--- src/acp_pkg.sv ---
package acp_pkg;

    // Serial word layout: read flag, seven address bits, eight data bits.
    localparam int        WORD_BITS     = 16;
    localparam logic [4:0] WORD_CNT     = 5'h10;
    localparam logic [4:0] HDR_CNT      = 5'h08;
    localparam int        READ_FLAG_BIT = 15;
    localparam int        ADDR_MSB      = 14;
    localparam int        ADDR_LSB      = 8;
    localparam int        DATA_MSB      = 7;

    // Mode control register addresses.
    localparam logic [6:0] ADDR_RESET  = 7'h00;
    localparam logic [6:0] ADDR_POWER  = 7'h01;
    localparam logic [6:0] ADDR_TIMING = 7'h02;
    localparam logic [6:0] ADDR_DRIVE  = 7'h03;

    // Reset values and the bits that each register really holds.
    localparam logic [7:0] REG_RESET_VAL = 8'h00;
    localparam logic [7:0] MASK_POWER    = 8'h03;
    localparam logic [7:0] MASK_TIMING   = 8'h0f;
    localparam logic [7:0] MASK_DRIVE    = 8'h7f;

    // Field positions.
    localparam int RESET_BIT = 7;
    localparam int PD_LSB    = 0;
    localparam int DCS_BIT   = 0;
    localparam int PHASE_LSB = 1;
    localparam int INV_BIT   = 3;
    localparam int MODE_LSB  = 0;
    localparam int OFF_BIT   = 2;
    localparam int TERM_BIT  = 3;
    localparam int CUR_LSB   = 4;

    // Field codes.
    localparam logic [1:0] PD_NORMAL   = 2'h0;
    localparam logic [1:0] PD_UNUSED   = 2'h2;
    localparam logic [1:0] PHASE_NONE  = 2'h0;
    localparam logic [1:0] MODE_CMOS   = 2'h0;
    localparam logic [1:0] MODE_LVDS   = 2'h1;
    localparam logic [1:0] MODE_UNUSED = 2'h3;
    localparam logic [1:0] PD_SLEEP    = 2'h3;
    localparam logic [2:0] CUR_3P5     = 3'h0;
    localparam logic [2:0] CUR_UNUSED  = 3'h3;

    // Serial clock made by the host: half period in ns and in system clocks.
    localparam int         SYS_CLK_NS   = 5;
    localparam int         SCK_HALF_NS  = 80;
    localparam logic [5:0] SCK_HALF_CYC = 6'((SCK_HALF_NS + SYS_CLK_NS - 1) / SYS_CLK_NS);

    // Host command port map and bits.
    localparam logic [1:0] HADDR_MODE   = 2'h0;
    localparam logic [1:0] HADDR_CMD    = 2'h1;
    localparam logic [1:0] HADDR_STATUS = 2'h2;
    localparam logic [1:0] HADDR_RDATA  = 2'h3;
    localparam int         MODE_SEL_BIT = 0;
    localparam int         MODE_CS_BIT  = 1;
    localparam int         MODE_SCK_BIT = 2;
    localparam int         MODE_SDI_BIT = 3;
    localparam int         STAT_BUSY    = 0;
    localparam int         STAT_NEEDRST = 1;

    typedef enum logic [4:0] {
        ACP_IDLE  = 5'h01,
        ACP_SETUP = 5'h02,
        ACP_HIGH  = 5'h04,
        ACP_LOW   = 5'h08,
        ACP_TAIL  = 5'h10
    } acp_host_state_t;

endpackage

--- src/acp_link_if.sv ---
`timescale 1ns/1ps
`default_nettype none
interface acp_link_if;
    logic interface_select_pin;
    logic cs_n;
    logic sck;
    logic sdi;
    logic sdo_out;
    logic sdo_oe;
    wire  sdo;

    // Open-drain line with the external pull-up modelled as a high default.
    assign sdo = sdo_oe ? sdo_out : 1'h1;

    modport dev  (input interface_select_pin, cs_n, sck, sdi, output sdo_out, sdo_oe);
    modport host (output interface_select_pin, cs_n, sck, sdi, input sdo);
endinterface
`default_nettype wire

--- src/acp_dev_end.sv ---
// Contract
// - Select pin high makes three pins static straps.
// - Strap chip select sets duty stabilizer.
// - Strap clock pin picks CMOS or LVDS outputs.
// - Strap data pin selects sleep.
// - Select pin low makes a serial port.
// - Chip select low to high bounds transfers.
// - Sample first sixteen rising edges, ignore more.
// - Word is read flag, address, data, MSB first.
// - Read flag zero writes data to address.
// - Read flag one shifts register out, unchanged.
// - Data out only pulls low; pull-up needed.
// - Host first issues software reset.
// - Reset bit clears registers and self-clears.
// - Power field: normal, nap, sleep; one unused.
// - Timing bit three inverts output clock.
// - Phase field delays output clock eighths.
// - Host enables stabilizer with nonzero phase.
// - Timing bit zero enables duty stabilizer.
// - Drive field selects LVDS current.
// - Termination bit enables termination, raises current.
// - Disable bit tristates all digital outputs.
// - Mode field selects output format.
//
// The strobed register port is this design's own decision.
`timescale 1ns/1ps
`default_nettype none
module acp_dev_end (
    input  wire logic  sys_clk,
    input  wire logic  reset,
    acp_link_if.dev    link,
    output logic       duty_stabilizer_enable,
    output logic [1:0] output_mode_field,
    output logic [2:0] lvds_current_field,
    output logic       lvds_termination_enable,
    output logic       output_disable,
    output logic       out_clock_invert,
    output logic [1:0] out_clock_phase_field,
    output logic [1:0] power_down_field
);
    logic       sel_s;
    logic       cs_n_s;
    logic       sck_s;
    logic       sdi_s;
    logic       sck_prev_q;
    logic       cs_n_prev_q;
    logic [4:0] cnt_q;
    logic [15:0] shift_q;
    logic [7:0] power_q;
    logic [7:0] timing_q;
    logic [7:0] drive_q;
    logic       rd_q;
    logic [7:0] rd_sh_q;
    logic       sdo_oe_q;
    logic       sdo_out_q;
    logic       serial_mode;
    logic       active;
    logic       sck_rise;
    logic       sck_fall;
    logic       frame_end;
    logic       commit;
    logic       soft_rst;
    logic [6:0] wr_addr;
    logic [7:0] wr_data;

    // Pins come from another domain, so all of them pass two flops first.
    acp_sync #(
        .W       (4),
        .RST_VAL (4'h4)
    ) u_pin_sync (
        .sys_clk (sys_clk),
        .reset   (reset),
        .d       ({link.interface_select_pin, link.cs_n, link.sck, link.sdi}),
        .q       ({sel_s, cs_n_s, sck_s, sdi_s})
    );

    // Previous samples for edge detection on the synchronised pins.
    always_ff @(posedge sys_clk)
    begin
        if (reset)
        begin
            sck_prev_q  <= 1'h0;
            cs_n_prev_q <= 1'h1;
        end
        else
        begin
            sck_prev_q  <= sck_s;
            cs_n_prev_q <= cs_n_s;
        end
    end

    // The port only exists while the select pin is low.
    assign serial_mode = ~sel_s;
    assign active      = serial_mode & ~cs_n_s;
    assign sck_rise    = active & sck_s & ~sck_prev_q;
    assign sck_fall    = active & ~sck_s & sck_prev_q;
    assign frame_end   = serial_mode & cs_n_s & ~cs_n_prev_q;
    assign wr_addr     = shift_q[acp_pkg::ADDR_MSB:acp_pkg::ADDR_LSB];
    assign wr_data     = shift_q[acp_pkg::DATA_MSB:0];

    // Bit counter restarts with every frame and stops at sixteen.
    always_ff @(posedge sys_clk)
    begin
        if (reset || !active)
        begin
            cnt_q <= 5'h00;
        end
        else if (sck_rise && cnt_q != acp_pkg::WORD_CNT)
        begin
            cnt_q <= cnt_q + 5'h01;
        end
    end

    // Incoming bits enter at the bottom, so the first bit ends up on top.
    always_ff @(posedge sys_clk)
    begin
        if (reset)
        begin
            shift_q <= 16'h0000;
        end
        else if (sck_rise && cnt_q != acp_pkg::WORD_CNT)
        begin
            shift_q <= {shift_q[14:0], sdi_s};
        end
    end

    // A write takes effect only when a full word was seen before chip
    // select rose; a short frame leaves every register alone.
    assign commit   = frame_end && cnt_q == acp_pkg::WORD_CNT
                      && !shift_q[acp_pkg::READ_FLAG_BIT];
    assign soft_rst = commit && wr_addr == acp_pkg::ADDR_RESET
                      && wr_data[acp_pkg::RESET_BIT];

    // Mode registers; only the defined bits are kept.
    always_ff @(posedge sys_clk)
    begin
        if (reset || soft_rst)
        begin
            power_q  <= acp_pkg::REG_RESET_VAL;
            timing_q <= acp_pkg::REG_RESET_VAL;
            drive_q  <= acp_pkg::REG_RESET_VAL;
        end
        else if (commit)
        begin
            case (wr_addr)
                acp_pkg::ADDR_POWER:  power_q  <= wr_data & acp_pkg::MASK_POWER;
                acp_pkg::ADDR_TIMING: timing_q <= wr_data & acp_pkg::MASK_TIMING;
                acp_pkg::ADDR_DRIVE:  drive_q  <= wr_data & acp_pkg::MASK_DRIVE;
                default:              power_q  <= power_q;
            endcase
        end
    end

    // Readback value; the reset bit always reads zero since it self-clears.
    function automatic logic [7:0] reg_value(input logic [6:0] a);
        logic [7:0] v;
        v = 8'h00;
        case (a)
            acp_pkg::ADDR_POWER:  v = power_q;
            acp_pkg::ADDR_TIMING: v = timing_q;
            acp_pkg::ADDR_DRIVE:  v = drive_q;
            default:              v = 8'h00;
        endcase
        return v;
    endfunction

    // After the eighth bit the header is known; the first data bit is put
    // out on that falling edge so the host can take it at the ninth rise.
    always_ff @(posedge sys_clk)
    begin
        if (reset || !active)
        begin
            rd_q    <= 1'h0;
            rd_sh_q <= 8'hff;
        end
        else if (sck_fall && cnt_q == acp_pkg::HDR_CNT)
        begin
            rd_q    <= shift_q[acp_pkg::DATA_MSB];
            rd_sh_q <= reg_value(shift_q[6:0]);
        end
        else if (sck_fall && rd_q)
        begin
            rd_sh_q <= {rd_sh_q[6:0], 1'h1};
        end
    end

    // The pin is only ever pulled low; a one is left to the pull-up.
    always_ff @(posedge sys_clk)
    begin
        if (reset)
        begin
            sdo_oe_q  <= 1'h0;
            sdo_out_q <= 1'h0;
        end
        else
        begin
            sdo_oe_q  <= active & rd_q & ~rd_sh_q[7];
            sdo_out_q <= 1'h0;
        end
    end

    assign link.sdo_oe  = sdo_oe_q;
    assign link.sdo_out = sdo_out_q;

    // Effective configuration. Unused codes fall back to a safe neighbour:
    // power code 10 runs normally, mode 11 gives full-rate CMOS and
    // current 011 gives the default current.
    always_ff @(posedge sys_clk)
    begin
        if (reset)
        begin
            duty_stabilizer_enable  <= 1'h0;
            output_mode_field       <= acp_pkg::MODE_CMOS;
            lvds_current_field      <= acp_pkg::CUR_3P5;
            lvds_termination_enable <= 1'h0;
            output_disable          <= 1'h0;
            out_clock_invert        <= 1'h0;
            out_clock_phase_field   <= acp_pkg::PHASE_NONE;
            power_down_field        <= acp_pkg::PD_NORMAL;
        end
        else if (sel_s)
        begin
            duty_stabilizer_enable  <= cs_n_s;
            output_mode_field       <= sck_s ? acp_pkg::MODE_LVDS
                                             : acp_pkg::MODE_CMOS;
            lvds_current_field      <= acp_pkg::CUR_3P5;
            lvds_termination_enable <= 1'h0;
            output_disable          <= 1'h0;
            out_clock_invert        <= 1'h0;
            out_clock_phase_field   <= acp_pkg::PHASE_NONE;
            power_down_field        <= sdi_s ? acp_pkg::PD_SLEEP
                                             : acp_pkg::PD_NORMAL;
        end
        else
        begin
            duty_stabilizer_enable  <= timing_q[acp_pkg::DCS_BIT];
            out_clock_invert        <= timing_q[acp_pkg::INV_BIT];
            out_clock_phase_field   <= timing_q[acp_pkg::PHASE_LSB +: 2];
            lvds_termination_enable <= drive_q[acp_pkg::TERM_BIT];
            output_disable          <= drive_q[acp_pkg::OFF_BIT];
            if (drive_q[acp_pkg::CUR_LSB +: 3] == acp_pkg::CUR_UNUSED)
            begin
                lvds_current_field <= acp_pkg::CUR_3P5;
            end
            else
            begin
                lvds_current_field <= drive_q[acp_pkg::CUR_LSB +: 3];
            end
            if (drive_q[acp_pkg::MODE_LSB +: 2] == acp_pkg::MODE_UNUSED)
            begin
                output_mode_field <= acp_pkg::MODE_CMOS;
            end
            else
            begin
                output_mode_field <= drive_q[acp_pkg::MODE_LSB +: 2];
            end
            if (power_q[acp_pkg::PD_LSB +: 2] == acp_pkg::PD_UNUSED)
            begin
                power_down_field <= acp_pkg::PD_NORMAL;
            end
            else
            begin
                power_down_field <= power_q[acp_pkg::PD_LSB +: 2];
            end
        end
    end
endmodule
`default_nettype wire

--- src/acp_sync.sv ---
`timescale 1ns/1ps
`default_nettype none
module acp_sync #(
    parameter int           W       = 1,
    parameter logic [W-1:0] RST_VAL = '0
) (
    input  wire logic         sys_clk,
    input  wire logic         reset,
    input  wire logic [W-1:0] d,
    output logic      [W-1:0] q
);
    logic [W-1:0] meta_q;

    // Two stages; only the second stage is read by any logic.
    always_ff @(posedge sys_clk)
    begin
        if (reset)
        begin
            meta_q <= RST_VAL;
            q      <= RST_VAL;
        end
        else
        begin
            meta_q <= d;
            q      <= meta_q;
        end
    end
endmodule
`default_nettype wire

--- src/flat_wrapper.sv ---
// flat-port wrapper written by rule: the top's interface ports become plain ports
module acp_dev_end_flat 
  (sys_clk, reset, duty_stabilizer_enable, output_mode_field, lvds_current_field, lvds_termination_enable, output_disable, out_clock_invert, out_clock_phase_field, power_down_field, link_interface_select_pin, link_cs_n, link_sck, link_sdi, link_sdo_out, link_sdo_oe);
  acp_link_if link_i ();
  input  wire logic sys_clk;
  input  wire logic reset;
  output logic duty_stabilizer_enable;
  output logic [1:0] output_mode_field;
  output logic [2:0] lvds_current_field;
  output logic lvds_termination_enable;
  output logic output_disable;
  output logic out_clock_invert;
  output logic [1:0] out_clock_phase_field;
  output logic [1:0] power_down_field;
  input wire logic [$bits(link_i.interface_select_pin)-1:0] link_interface_select_pin;
  input wire logic [$bits(link_i.cs_n)-1:0] link_cs_n;
  input wire logic [$bits(link_i.sck)-1:0] link_sck;
  input wire logic [$bits(link_i.sdi)-1:0] link_sdi;
  output wire logic [$bits(link_i.sdo_out)-1:0] link_sdo_out;
  output wire logic [$bits(link_i.sdo_oe)-1:0] link_sdo_oe;
  assign link_i.interface_select_pin = link_interface_select_pin;
  assign link_i.cs_n = link_cs_n;
  assign link_i.sck = link_sck;
  assign link_i.sdi = link_sdi;
  assign link_sdo_out = link_i.sdo_out;
  assign link_sdo_oe = link_i.sdo_oe;
  acp_dev_end u_core (.sys_clk(sys_clk), .reset(reset), .link(link_i), .duty_stabilizer_enable(duty_stabilizer_enable), .output_mode_field(output_mode_field), .lvds_current_field(lvds_current_field), .lvds_termination_enable(lvds_termination_enable), .output_disable(output_disable), .out_clock_invert(out_clock_invert), .out_clock_phase_field(out_clock_phase_field), .power_down_field(power_down_field));
endmodule
--- config.mk ---
export PLATFORM = sky130hd
export DESIGN_NAME = acp_dev_end_flat
export DESIGN_NICKNAME = d
export VERILOG_FILES = /design/src/acp_pkg.sv /design/src/acp_link_if.sv /design/src/acp_dev_end.sv /design/src/acp_sync.sv /design/src/flat_wrapper.sv
export SDC_FILE = /design/constraint.sdc
export NUM_CORES = 1
export LEC_CHECK = 0
export BUFFER_PORTS_ARGS = -buffer_cell sky130_fd_sc_hd__buf_4
export CORE_MARGIN = 2
export CORE_UTILIZATION = 61
export CTS_CLUSTER_SIZE = 16
export DETAILED_ROUTE_END_ITERATION = 10
export PLACE_DENSITY = 0.83
export SKIP_CTS_REPAIR_TIMING = 1
export SYNTH_ARGS = -nofsm -noshare
export SYNTH_HDL_FRONTEND = slang
export SYNTH_SLANG_ARGS = --single-unit
--- constraint.sdc ---
create_clock -name sys_clk -period 3 [get_ports sys_clk]
set_input_delay 0.3 -clock sys_clk [delete_from_list [all_inputs] [get_ports sys_clk]]
set_output_delay 0.3 -clock sys_clk [all_outputs]
set_load 0.02 [all_outputs]
# After elaboration in Yosys (flattened, before gate mapping)
# Index checks and enable logic that the tools add are counted.
word_totals:
  reg_bits: 67
  input_bits: 6
  output_inout_bits: 15
  wordCells: 76
classes:
  addsub: 1
  eq_ne: 12
  mux: 10
  bitwise_logic: 15
  n_reduce_logical: 18
ops:
  columns: ["operator", "n"]
  rows:
  - ["$eq 7x2->1 const B", 4]
  - ["$pmux 7 s3", 1]
  - ["$mux 8", 2]
  - ["$eq 7x1->1 const B", 2]
  - ["$mux 2", 5]
  - ["$and 1x1->1", 9]
  - ["$logic_and 1x1->1", 7]
  - ["$logic_not 7->1", 1]
  - ["$not 1->1", 6]
  - ["$reduce_and 2->1", 3]
  - ["$add 5x1->5 const B", 1]
  - ["$eq 5x4->1 const B", 1]
  - ["$eq 5x5->1 const B", 1]
  - ["$ne 5x5->1 const B", 1]
  - ["$eq 2x2->1 const B", 2]
  - ["$eq 3x2->1 const B", 1]
  - ["$reduce_or 3->1", 1]
  - ["$logic_not 1->1", 2]
  - ["$logic_or 1x1->1", 2]
  - ["$mux 1", 2]
  - ["$reduce_bool 2->1", 1]
  - ["$reduce_or 2->1", 1]

# Longest topological paths before layout
# Gate-level depths: netlist of the first run.
logic_depth:
  depth_word: 8
  ltp_mapped: 8
  depth_no_buf: 6

# By module
# A second synthesis of the first run with hierarchy kept.
unflattened:
  hier_cells: 244
  hier_area_um2: 2556.2
by_module_without_submodules:
  columns: ["mod", "n_inst", "cells_per_inst", "area_per_inst_um2", "seq_area_each_um2"]
  rows:
  - ["acp_dev_end", 1, 228, 2346.0, 1181.1]
  - ["acp_sync", 1, 16, 210.2, 160.2]

# Least setup slack after synthesis of the first run
# Ideal clock, no wire load.
synth_timing:
  path_kind: "flip-flop to flip-flop"
  startpoint: "register u_core.u_pin_sync.q[2]"
  endpoint: "register u_core.timing_q[0]"
  setup_ns: 0.128
  t_arrival_ns: 1.730
  required_ns: 2.872
  path_slack_ns: 1.142
  stages_incl_launch_ff: 6
  n_path_buf: 1
  synth_period_minus_slack_ns: 1.858
  cell_sequence: "dfxtp_1 or4b_4 or4_1 clkbuf_2 mux2i_1 nor2_1"
synth_via:
  elab_chain_len: 7
  word_cells_on_any_way: 8
  cone_classes: "bitwise (2); reduce/logical (6)"
synth_lines:
  columns: ["item", "line_no", "source"]
  rows:
  - ["from (decl)", "acp_sync.sv:10", "output logic [W-1:0] q"]
  - ["from (signal assigned)", "acp_sync.sv:25", "q <= meta_q;"]
  - ["$and 1x1->1 * (2 in series)", "acp_dev_end.sv:97", "assign frame_end = serial_mode & cs_n_s & ~cs_n_prev_q;"]
  - ["$logic_and 1x1->1 *", "acp_dev_end.sv:129", "assign commit = frame_end && cnt_q == acp_pkg::WORD_CNT"]
  - ["$logic_and 1x1->1 *", "acp_dev_end.sv:130", "&& !shift_q[acp_pkg::READ_FLAG_BIT];"]
  - ["$logic_and 1x1->1", "acp_dev_end.sv:131", "assign soft_rst = commit && wr_addr == acp_pkg::ADDR_RESET"]
  - ["$logic_and 1x1->1", "acp_dev_end.sv:132", "&& wr_data[acp_pkg::RESET_BIT];"]
  - ["$logic_or 1x1->1", "acp_dev_end.sv:137", "if (reset || soft_rst)"]
  - ["to (signal assigned)", "acp_dev_end.sv:140", "timing_q <= acp_pkg::REG_RESET_VAL;"]
  - ["to (signal assigned)", "acp_dev_end.sv:147", "acp_pkg::ADDR_TIMING: timing_q <= wr_data & acp_pkg::MASK_TIMING;"]
  - ["to (decl)", "acp_dev_end.sv:50", "logic [7:0] timing_q;"]
# Mark *: on every way between the ends. The rest lies on a longest branch, timed or not.
# A chain may end at the register's enable or synchronous reset.

# Worst setup path in the final report of the first run
layout_timing:
  startpoint: "register u_core.cnt_q[0]"
  endpoint: "register u_core.drive_q[2]"
layout_via:
  elab_chain_len: 6
  word_cells_on_any_way: 7
  cone_classes: "eq/ne (1); reduce/logical (6)"
layout_lines:
  columns: ["item", "line_no", "source"]
  rows:
  - ["from (decl)", "acp_dev_end.sv:47", "logic [4:0] cnt_q;"]
  - ["from (signal assigned)", "acp_dev_end.sv:110", "cnt_q <= cnt_q + 5'h01;"]
  - ["$eq 5x5->1 *", "acp_dev_end.sv:129", null]
  - ["$logic_and 1x1->1 *", "acp_dev_end.sv:129", null]
  - ["$logic_and 1x1->1 *", "acp_dev_end.sv:130", null]
  - ["$logic_and 1x1->1", "acp_dev_end.sv:131", null]
  - ["$logic_and 1x1->1", "acp_dev_end.sv:132", null]
  - ["$logic_or 1x1->1", "acp_dev_end.sv:137", null]
  - ["to (signal assigned)", "acp_dev_end.sv:141", "drive_q <= acp_pkg::REG_RESET_VAL;"]
  - ["to (signal assigned)", "acp_dev_end.sv:148", "acp_pkg::ADDR_DRIVE: drive_q <= wr_data & acp_pkg::MASK_DRIVE;"]
  - ["to (decl)", "acp_dev_end.sv:51", "logic [7:0] drive_q;"]
# Marks and branches as above.

==> results.toml, run 1 <==
[run]
maxCapViolations = 0

[sta]
slew_viol_final = 0
worst_pin_slew_ns = 0.6630
whs_ns = 0.1548
finalCritPeriodShare_pct = 76.14
finalSetupViolCount = 0
skew_ns = 0.01059
relSlewSlack_pct = 55.47
tns_ns = 0
rsz0062_at_grt = "false"
fin_crit_ns = 2.284
fmax_mhz = 437.8
hold_viol = 0

[floorplanning]
dieHeight_um = 69.02
start_util_pct = 64.01
die_w_um = 69.02
fp.dieArea_um2 = 4764
fp.coreArea_um2 = 4029
rows = 23
io_pins = 21

[detailed_routing]
post-route-drc-count = 0
wirelength_um = 5055
drt-initial-drc-count = 172
drt_pre_antenna_iters = 4
wl_per_cell_um = 14.61
viasPerCell = 5.743
dr_total_vias = 1987
drtAntennaViolNets = 0

[power]
p_leak_nw = 1.062
irDropWorstVdd_mv = 0.5132
p_per_area_nw_per_um2 = 566.6

[min_path]
min_path_type = "input pin to flop"

[cells_and_area]
nets = 300
area_delta_synth_final_pct = 14.65
multi_input_area_um2 = 1152
fin_util_pct = 73.39
n_fill_cell = 306
seq_area_um2 = 1341
drive_gt1_share_pct = 17.57
diodes = 0
stdcell_count = 346

[synth]
synthCells = 273
synth_most_common_cell = "dfxtp_1"
yosysSeqAreaShare_pct = 52.01
syn-num-nets = 281
synthTopCellsByCount = "dfxtp_1 (67), nor2_1 (26), nand2_1 (22), nand3_1 (22), a21oi_1 (21)"
yosys_warnings = 0
avgSynthCellArea_um2 = 9.446
yosysTopAreaCellShare_pct = 52.01
synthArstFlopShare_pct = 0
synth.largest_area_cell = "dfxtp_1"
yosys_register_bits = 67
ys_types = 41
synthesis.area_um2 = 2579
synth_area_leaders = "dfxtp_1 (52%), mux2i_1 (5.8%), nand3_1 (4.3%)"
synthFlopType = "dfxtp_1"
synth_edf_count = 0

[grt]
grt_pass1_wl_um = 8880
grt_max_degree = 37
grt_overflow = 0
antenna_found_initial = 0
grt_usage_pct = 23.45
grt_pass1_vias = 1915

[outcome]
status = "completed"

[placement]
dp_cells = 331
hpwl_um = 3323
numPortBuffers = 19
gp_congestion = 0.7983

[clock_tree]
cts.path.max_buffers = 2
clkSinkCount = 67
cts_tree = "yes"
cts_buffers = 9
cts_htree_levels = 3
clkTransAtPathRegs_ns = 0.07
root_buffer = "clkbuf_8"
insertion_delay_ns = 0.34

[critical_path]
startpoint_type = "flop"
cp_max_fo = 11
criticalPathCategory = "flop to flop"
critPathBufInv = 1
crit_family = "simple AND/OR/NAND/NOR gates"
cp_slowest_cell = "nor4_4"
arrival_ns = 2.50
end_kind = "flop"
worstPathRequired_ns = 3.22
worstPathCellList = "inv_1 > ha_1 > nand4bb_1 > nor4_4 > mux2i_1 > nor2_1"
cpPeakStageDelay_ns = 0.79
==> final timing paths <==
check / to / slack, ns / depth (start not counted) / from
worst min-delay path: u_core.u_pin_sync.meta_q[2] / 0.15 / 2 / link_cs_n
worst max register to register: u_core.drive_q[2] / 0.72 / 6 / u_core.cnt_q[0]
worst max-delay path: u_core.drive_q[2] / 0.72 / 6 / u_core.cnt_q[0]
worst min register to register: u_core.u_pin_sync.q[2] / 0.42 / 1 / u_core.u_pin_sync.meta_q[2]
==> per-layer routing <==
metal | vias to the layer above | global-route usage, % | part of all wire [%]
li1 | 989 | - | -
met3 | 9 | 7.895 | 5.9
met2 | 58 | 37.93 | 47
met1 | 931 | 28.45 | 45
met5 | - | 0 | 0
met4 | 0 | 10.02 | 2.0
==> stage by stage <==
stage,power [mW],setup WS (ns),instance area (um2)
after floorplan,0.9424,1.142,2579
after global placement,0.9514,0.8676,2763
after detailed placement,0.9524,0.7512,2763
after CTS,1.686,0.7254,2957
after global routing,1.738,0.5006,2957
final,1.675,0.7157,2957
==> power by group <==
part / switching [mW] / internal, mW / total [mW]
clock: 0.319 / 0.424 / 0.743
combinational: 0.0186 / 0.0120 / 0.0306
sequential: 0.00587 / 0.895 / 0.901
==> registers in the layout, indices dropped and copies added (netlist names) <==
name / count
u_core.sck_prev_q: 1
u_core.rd_sh_q: 8
u_core.output_mode_field: 2
u_core.cnt_q: 5
u_core.shift_q: 16
u_core.output_disable: 1
u_core.out_clock_phase_field: 2
u_core.power_q: 2
u_core.link.sdo_oe: 1
u_core.u_pin_sync.q: 4
u_core.lvds_termination_enable: 1
u_core.rd_q: 1
u_core.lvds_current_field: 3
u_core.out_clock_invert: 1
u_core.u_pin_sync.meta_q: 4
u_core.duty_stabilizer_enable: 1
u_core.timing_q: 4
u_core.power_down_field: 2
u_core.drive_q: 7
u_core.cs_n_prev_q: 1
==> kinds of logic (layout without fill, tap and decap cells) <==
family / count (synthesis) / after routing / share of synthesized area, %
buf+inv: 23 / 46 / 3.542
other cells: 1 / 1 / 0.1454
flops: 67 / 67 / 52.01
simple gates: 116 / 116 / 24.70
xor+xnor: 4 / 4 / 1.359
mux: 19 / 19 / 7.569
fa+ha+maj: 2 / 2 / 0.9702
compound gates: 41 / 41 / 9.704
==> cell type report <==
| type | count | area share, % |
|---|---|---|
| repair buffers | 24 | 6.094 |
| clock buffers | 13 | 5.375 |
| clock inverters | 2 | 1.185 |
| multi-input cells | 183 | 38.98 |
| well taps | 50 | 2.116 |
| inverters | 7 | 0.8887 |
| flip-flops and latches | 67 | 45.37 |
==> layout by cell type, fill, tap and decap left out, drive strengths merged, types with 2 or more instances in the layout <==
master / count
and2: 5
or2: 3
a221o: 2
nor2: 26
a221oi: 3
mux2i: 15
or4bb: 2
or3: 2
dfxtp: 67
mux2: 4
nand2: 22
clkbuf: 13
nand3: 22
nor4: 2
a21oi: 21
or4b: 4
a2bb2oi: 2
nor2b: 11
nand4: 2
nor3: 7
o21ai: 9
buf: 24
xor2: 3
ha: 2
nor4b: 3
inv: 7
Power figures use the tool's default switching activity.
==> inputs of run 2 (changes only) <==
Settings changed: ABC_AREA from default to 1, CORE_UTILIZATION 61 to 53, PLACE_DENSITY 0.83 to 0.77.
Clock period 3 ns to 2.1 ns, I/O delays scaled along.
==> run 2 against run 1 <==
Effect of this change: clock-buffer cell count shrank 4; cell count grew 27%; first-iteration DRC count shrank 16%; utilization shrank 8.8 points; sequential power grew 43%; global-route usage shrank 3.0 points; critical path type unchanged; design area grew 4.6%; synthesized cell count grew 26%; area after synthesis grew 3.2%.
==> results.toml, run 2 <==
[clock_tree]
cts_buffers = 9
root_buffer = "clkbuf_8"
cts.path.max_buffers = 2
insertion_delay_ns = 0.34
clkTransAtPathRegs_ns = 0.07
clkSinkCount = 67
cts_tree = "yes"
cts_htree_levels = 3

[run]
maxCapViolations = 0

[grt]
grt_overflow = 0
antenna_found_initial = 0
grt_pass1_vias = 1905
grt_pass1_wl_um = 8487
grt_usage_pct = 20.48
grt_max_degree = 19

[sta]
finalSetupViolCount = 0
hold_viol = 0
finalCritPeriodShare_pct = 82.46
slew_viol_final = 0
skew_ns = 0.005142
fin_crit_ns = 1.732
rsz0062_at_grt = "false"
tns_ns = 0
whs_ns = 0.05682
fmax_mhz = 577.5

[floorplanning]
fp.dieArea_um2 = 5604
fp.coreArea_um2 = 4786
rows = 25
start_util_pct = 55.61
die_w_um = 74.86
dieHeight_um = 74.86
io_pins = 21

[detailed_routing]
drtAntennaViolNets = 0
wl_per_cell_um = 11.97
drt-initial-drc-count = 144
drt_pre_antenna_iters = 4
post-route-drc-count = 0
dr_total_vias = 2219
viasPerCell = 5.043
wirelength_um = 5265

[synth]
syn-num-nets = 351
synth_edf_count = 0
ys_types = 31
synth.largest_area_cell = "dfxtp_1"
synth_most_common_cell = "dfxtp_1"
synthesis.area_um2 = 2661
synthTopCellsByCount = "dfxtp_1 (67), nand2_1 (59), inv_1 (40)"
synthArstFlopShare_pct = 0
yosysTopAreaCellShare_pct = 50.40
synthCells = 343
avgSynthCellArea_um2 = 7.759
yosysSeqAreaShare_pct = 50.40
yosys_register_bits = 67
synth_area_leaders = "dfxtp_1 (50%), nand2_1 (8.3%), nand3_1 (7.0%)"
synthFlopType = "dfxtp_1"
yosys_warnings = 0

[placement]
gp_congestion = 0.8162
numPortBuffers = 19
hpwl_um = 3603

[cells_and_area]
area_delta_synth_final_pct = 16.22
final_cell_mix = "dfxtp_1 (67), nand2_1 (59), inv_1 (40)"
n_fill_cell = 414
multi_input_area_um2 = 1086
diodes = 0
seq_area_um2 = 1341
drive_gt1_share_pct = 16.35
nets = 376
reg_top3 = "u_core.shift_q x16, u_core.rd_sh_q x8, u_core.drive_q x7"
largest_reg_flops = 16
final_common_cell = "dfxtp_1"
regMostFlops = "u_core.shift_q"

[critical_path]
startpoint_type = "flop"
criticalPathCategory = "flop to flop"
crit_start = "u_core.cnt_q[0]"
rr_worst_depth = 7
arrival_ns = 2.00
cp_max_fo = 17
worstReg2RegStart = "u_core.cnt_q[0]"
end_kind = "flop"
worstPathRequired_ns = 2.37

[power]
p_per_area_nw_per_um2 = 847.7
irDropWorstVdd_mv = 0.5332
p_leak_nw = 1.243

[outcome]
status = "completed"

[min_path]
hp-start = "link_cs_n"
min_path_type = "input pin to flop"
whs_path_depth = 2
==> run 2: changes by cell type in the layout (fill, tap and decap cells not counted), sizes merged, moves of 15 or more <==
cell   previous run  this run
o21ai             9        25
nand2            22        62
mux2i            15         0
nand3            22        37
a21oi            21        36
inv               7        47
==> run 2: metal layers <==
metal	GRT usage, %	part of all wire (%)	vias up
li1	-	-	1166
met5	0	0	-
met1	25.88	46	1003
met3	6.158	4.5	7
met2	32.75	49	43
met4	8.333	0.84	0
==> run 2: logic make-up (layout without fill, tap and decap cells) <==
group	count (synthesis)	count (layout)	share of synthesized area, %
AND/OR/NAND/NOR	153	153	26.99
flip-flops	67	67	50.40
AO/OA/AOI/OAI	64	64	12.41
buffers and inverters	55	85	8.791
adder cells (fa/ha/maj)	2	2	0.9401
other	1	1	0.1409
XOR/XNOR	1	1	0.3292
==> run 2: area by class of cell <==
| cell class | instances | share of cell area (%) |
|---|---|---|
| tap | 67 | 2.710 |
| sequential | 67 | 43.37 |
| clock buffer | 9 | 4.005 |
| clock inverter | 7 | 3.762 |
| multi-input combinational | 221 | 35.11 |
| timing repair buffer | 22 | 5.340 |
| inverter | 47 | 5.704 |
==> run 2: path summary, 6_finish.rpt <==
kind                                               endpoint  slack [ns]
worst min register to register       u_core.u_pin_sync.q[1]        0.40
worst max register to register            u_core.shift_q[9]        0.37
worst min-delay path            u_core.u_pin_sync.meta_q[2]        0.06
worst max-delay path                      u_core.shift_q[9]        0.37
==> run 2: power by group <==
group          switching, mW  leakage [nW]  internal (mW)
clock                  0.478         0.119          0.786
sequential           0.00794         0.542           1.28
combinational         0.0447         0.582         0.0228
==> run 2: metrics by stage <==
step                      utilization, %  power [mW]  cell area (um2)  worst slack [ns]  instances
after floorplan                        -       1.367             2661            0.7028        343
after global placement             59.61       1.385             2853            0.4364        424
after detailed placement           59.61       1.387             2853            0.3779        424
after CTS                          64.63       2.642             3093            0.3721        440
after global routing               64.63       2.704             3093            0.1713        440
final                              64.63       2.622             3093            0.3684        440
==> run 2: worst max-delay path, stage by stage (launching register included) <==
cell and delay (ns):
dfxtp_1 0.32, inv_1 0.09, ha_1 0.19, nand4_2 0.19, nand2_1 0.35, buf_4 0.28, o21ai_0 0.10, a21oi_1 0.14
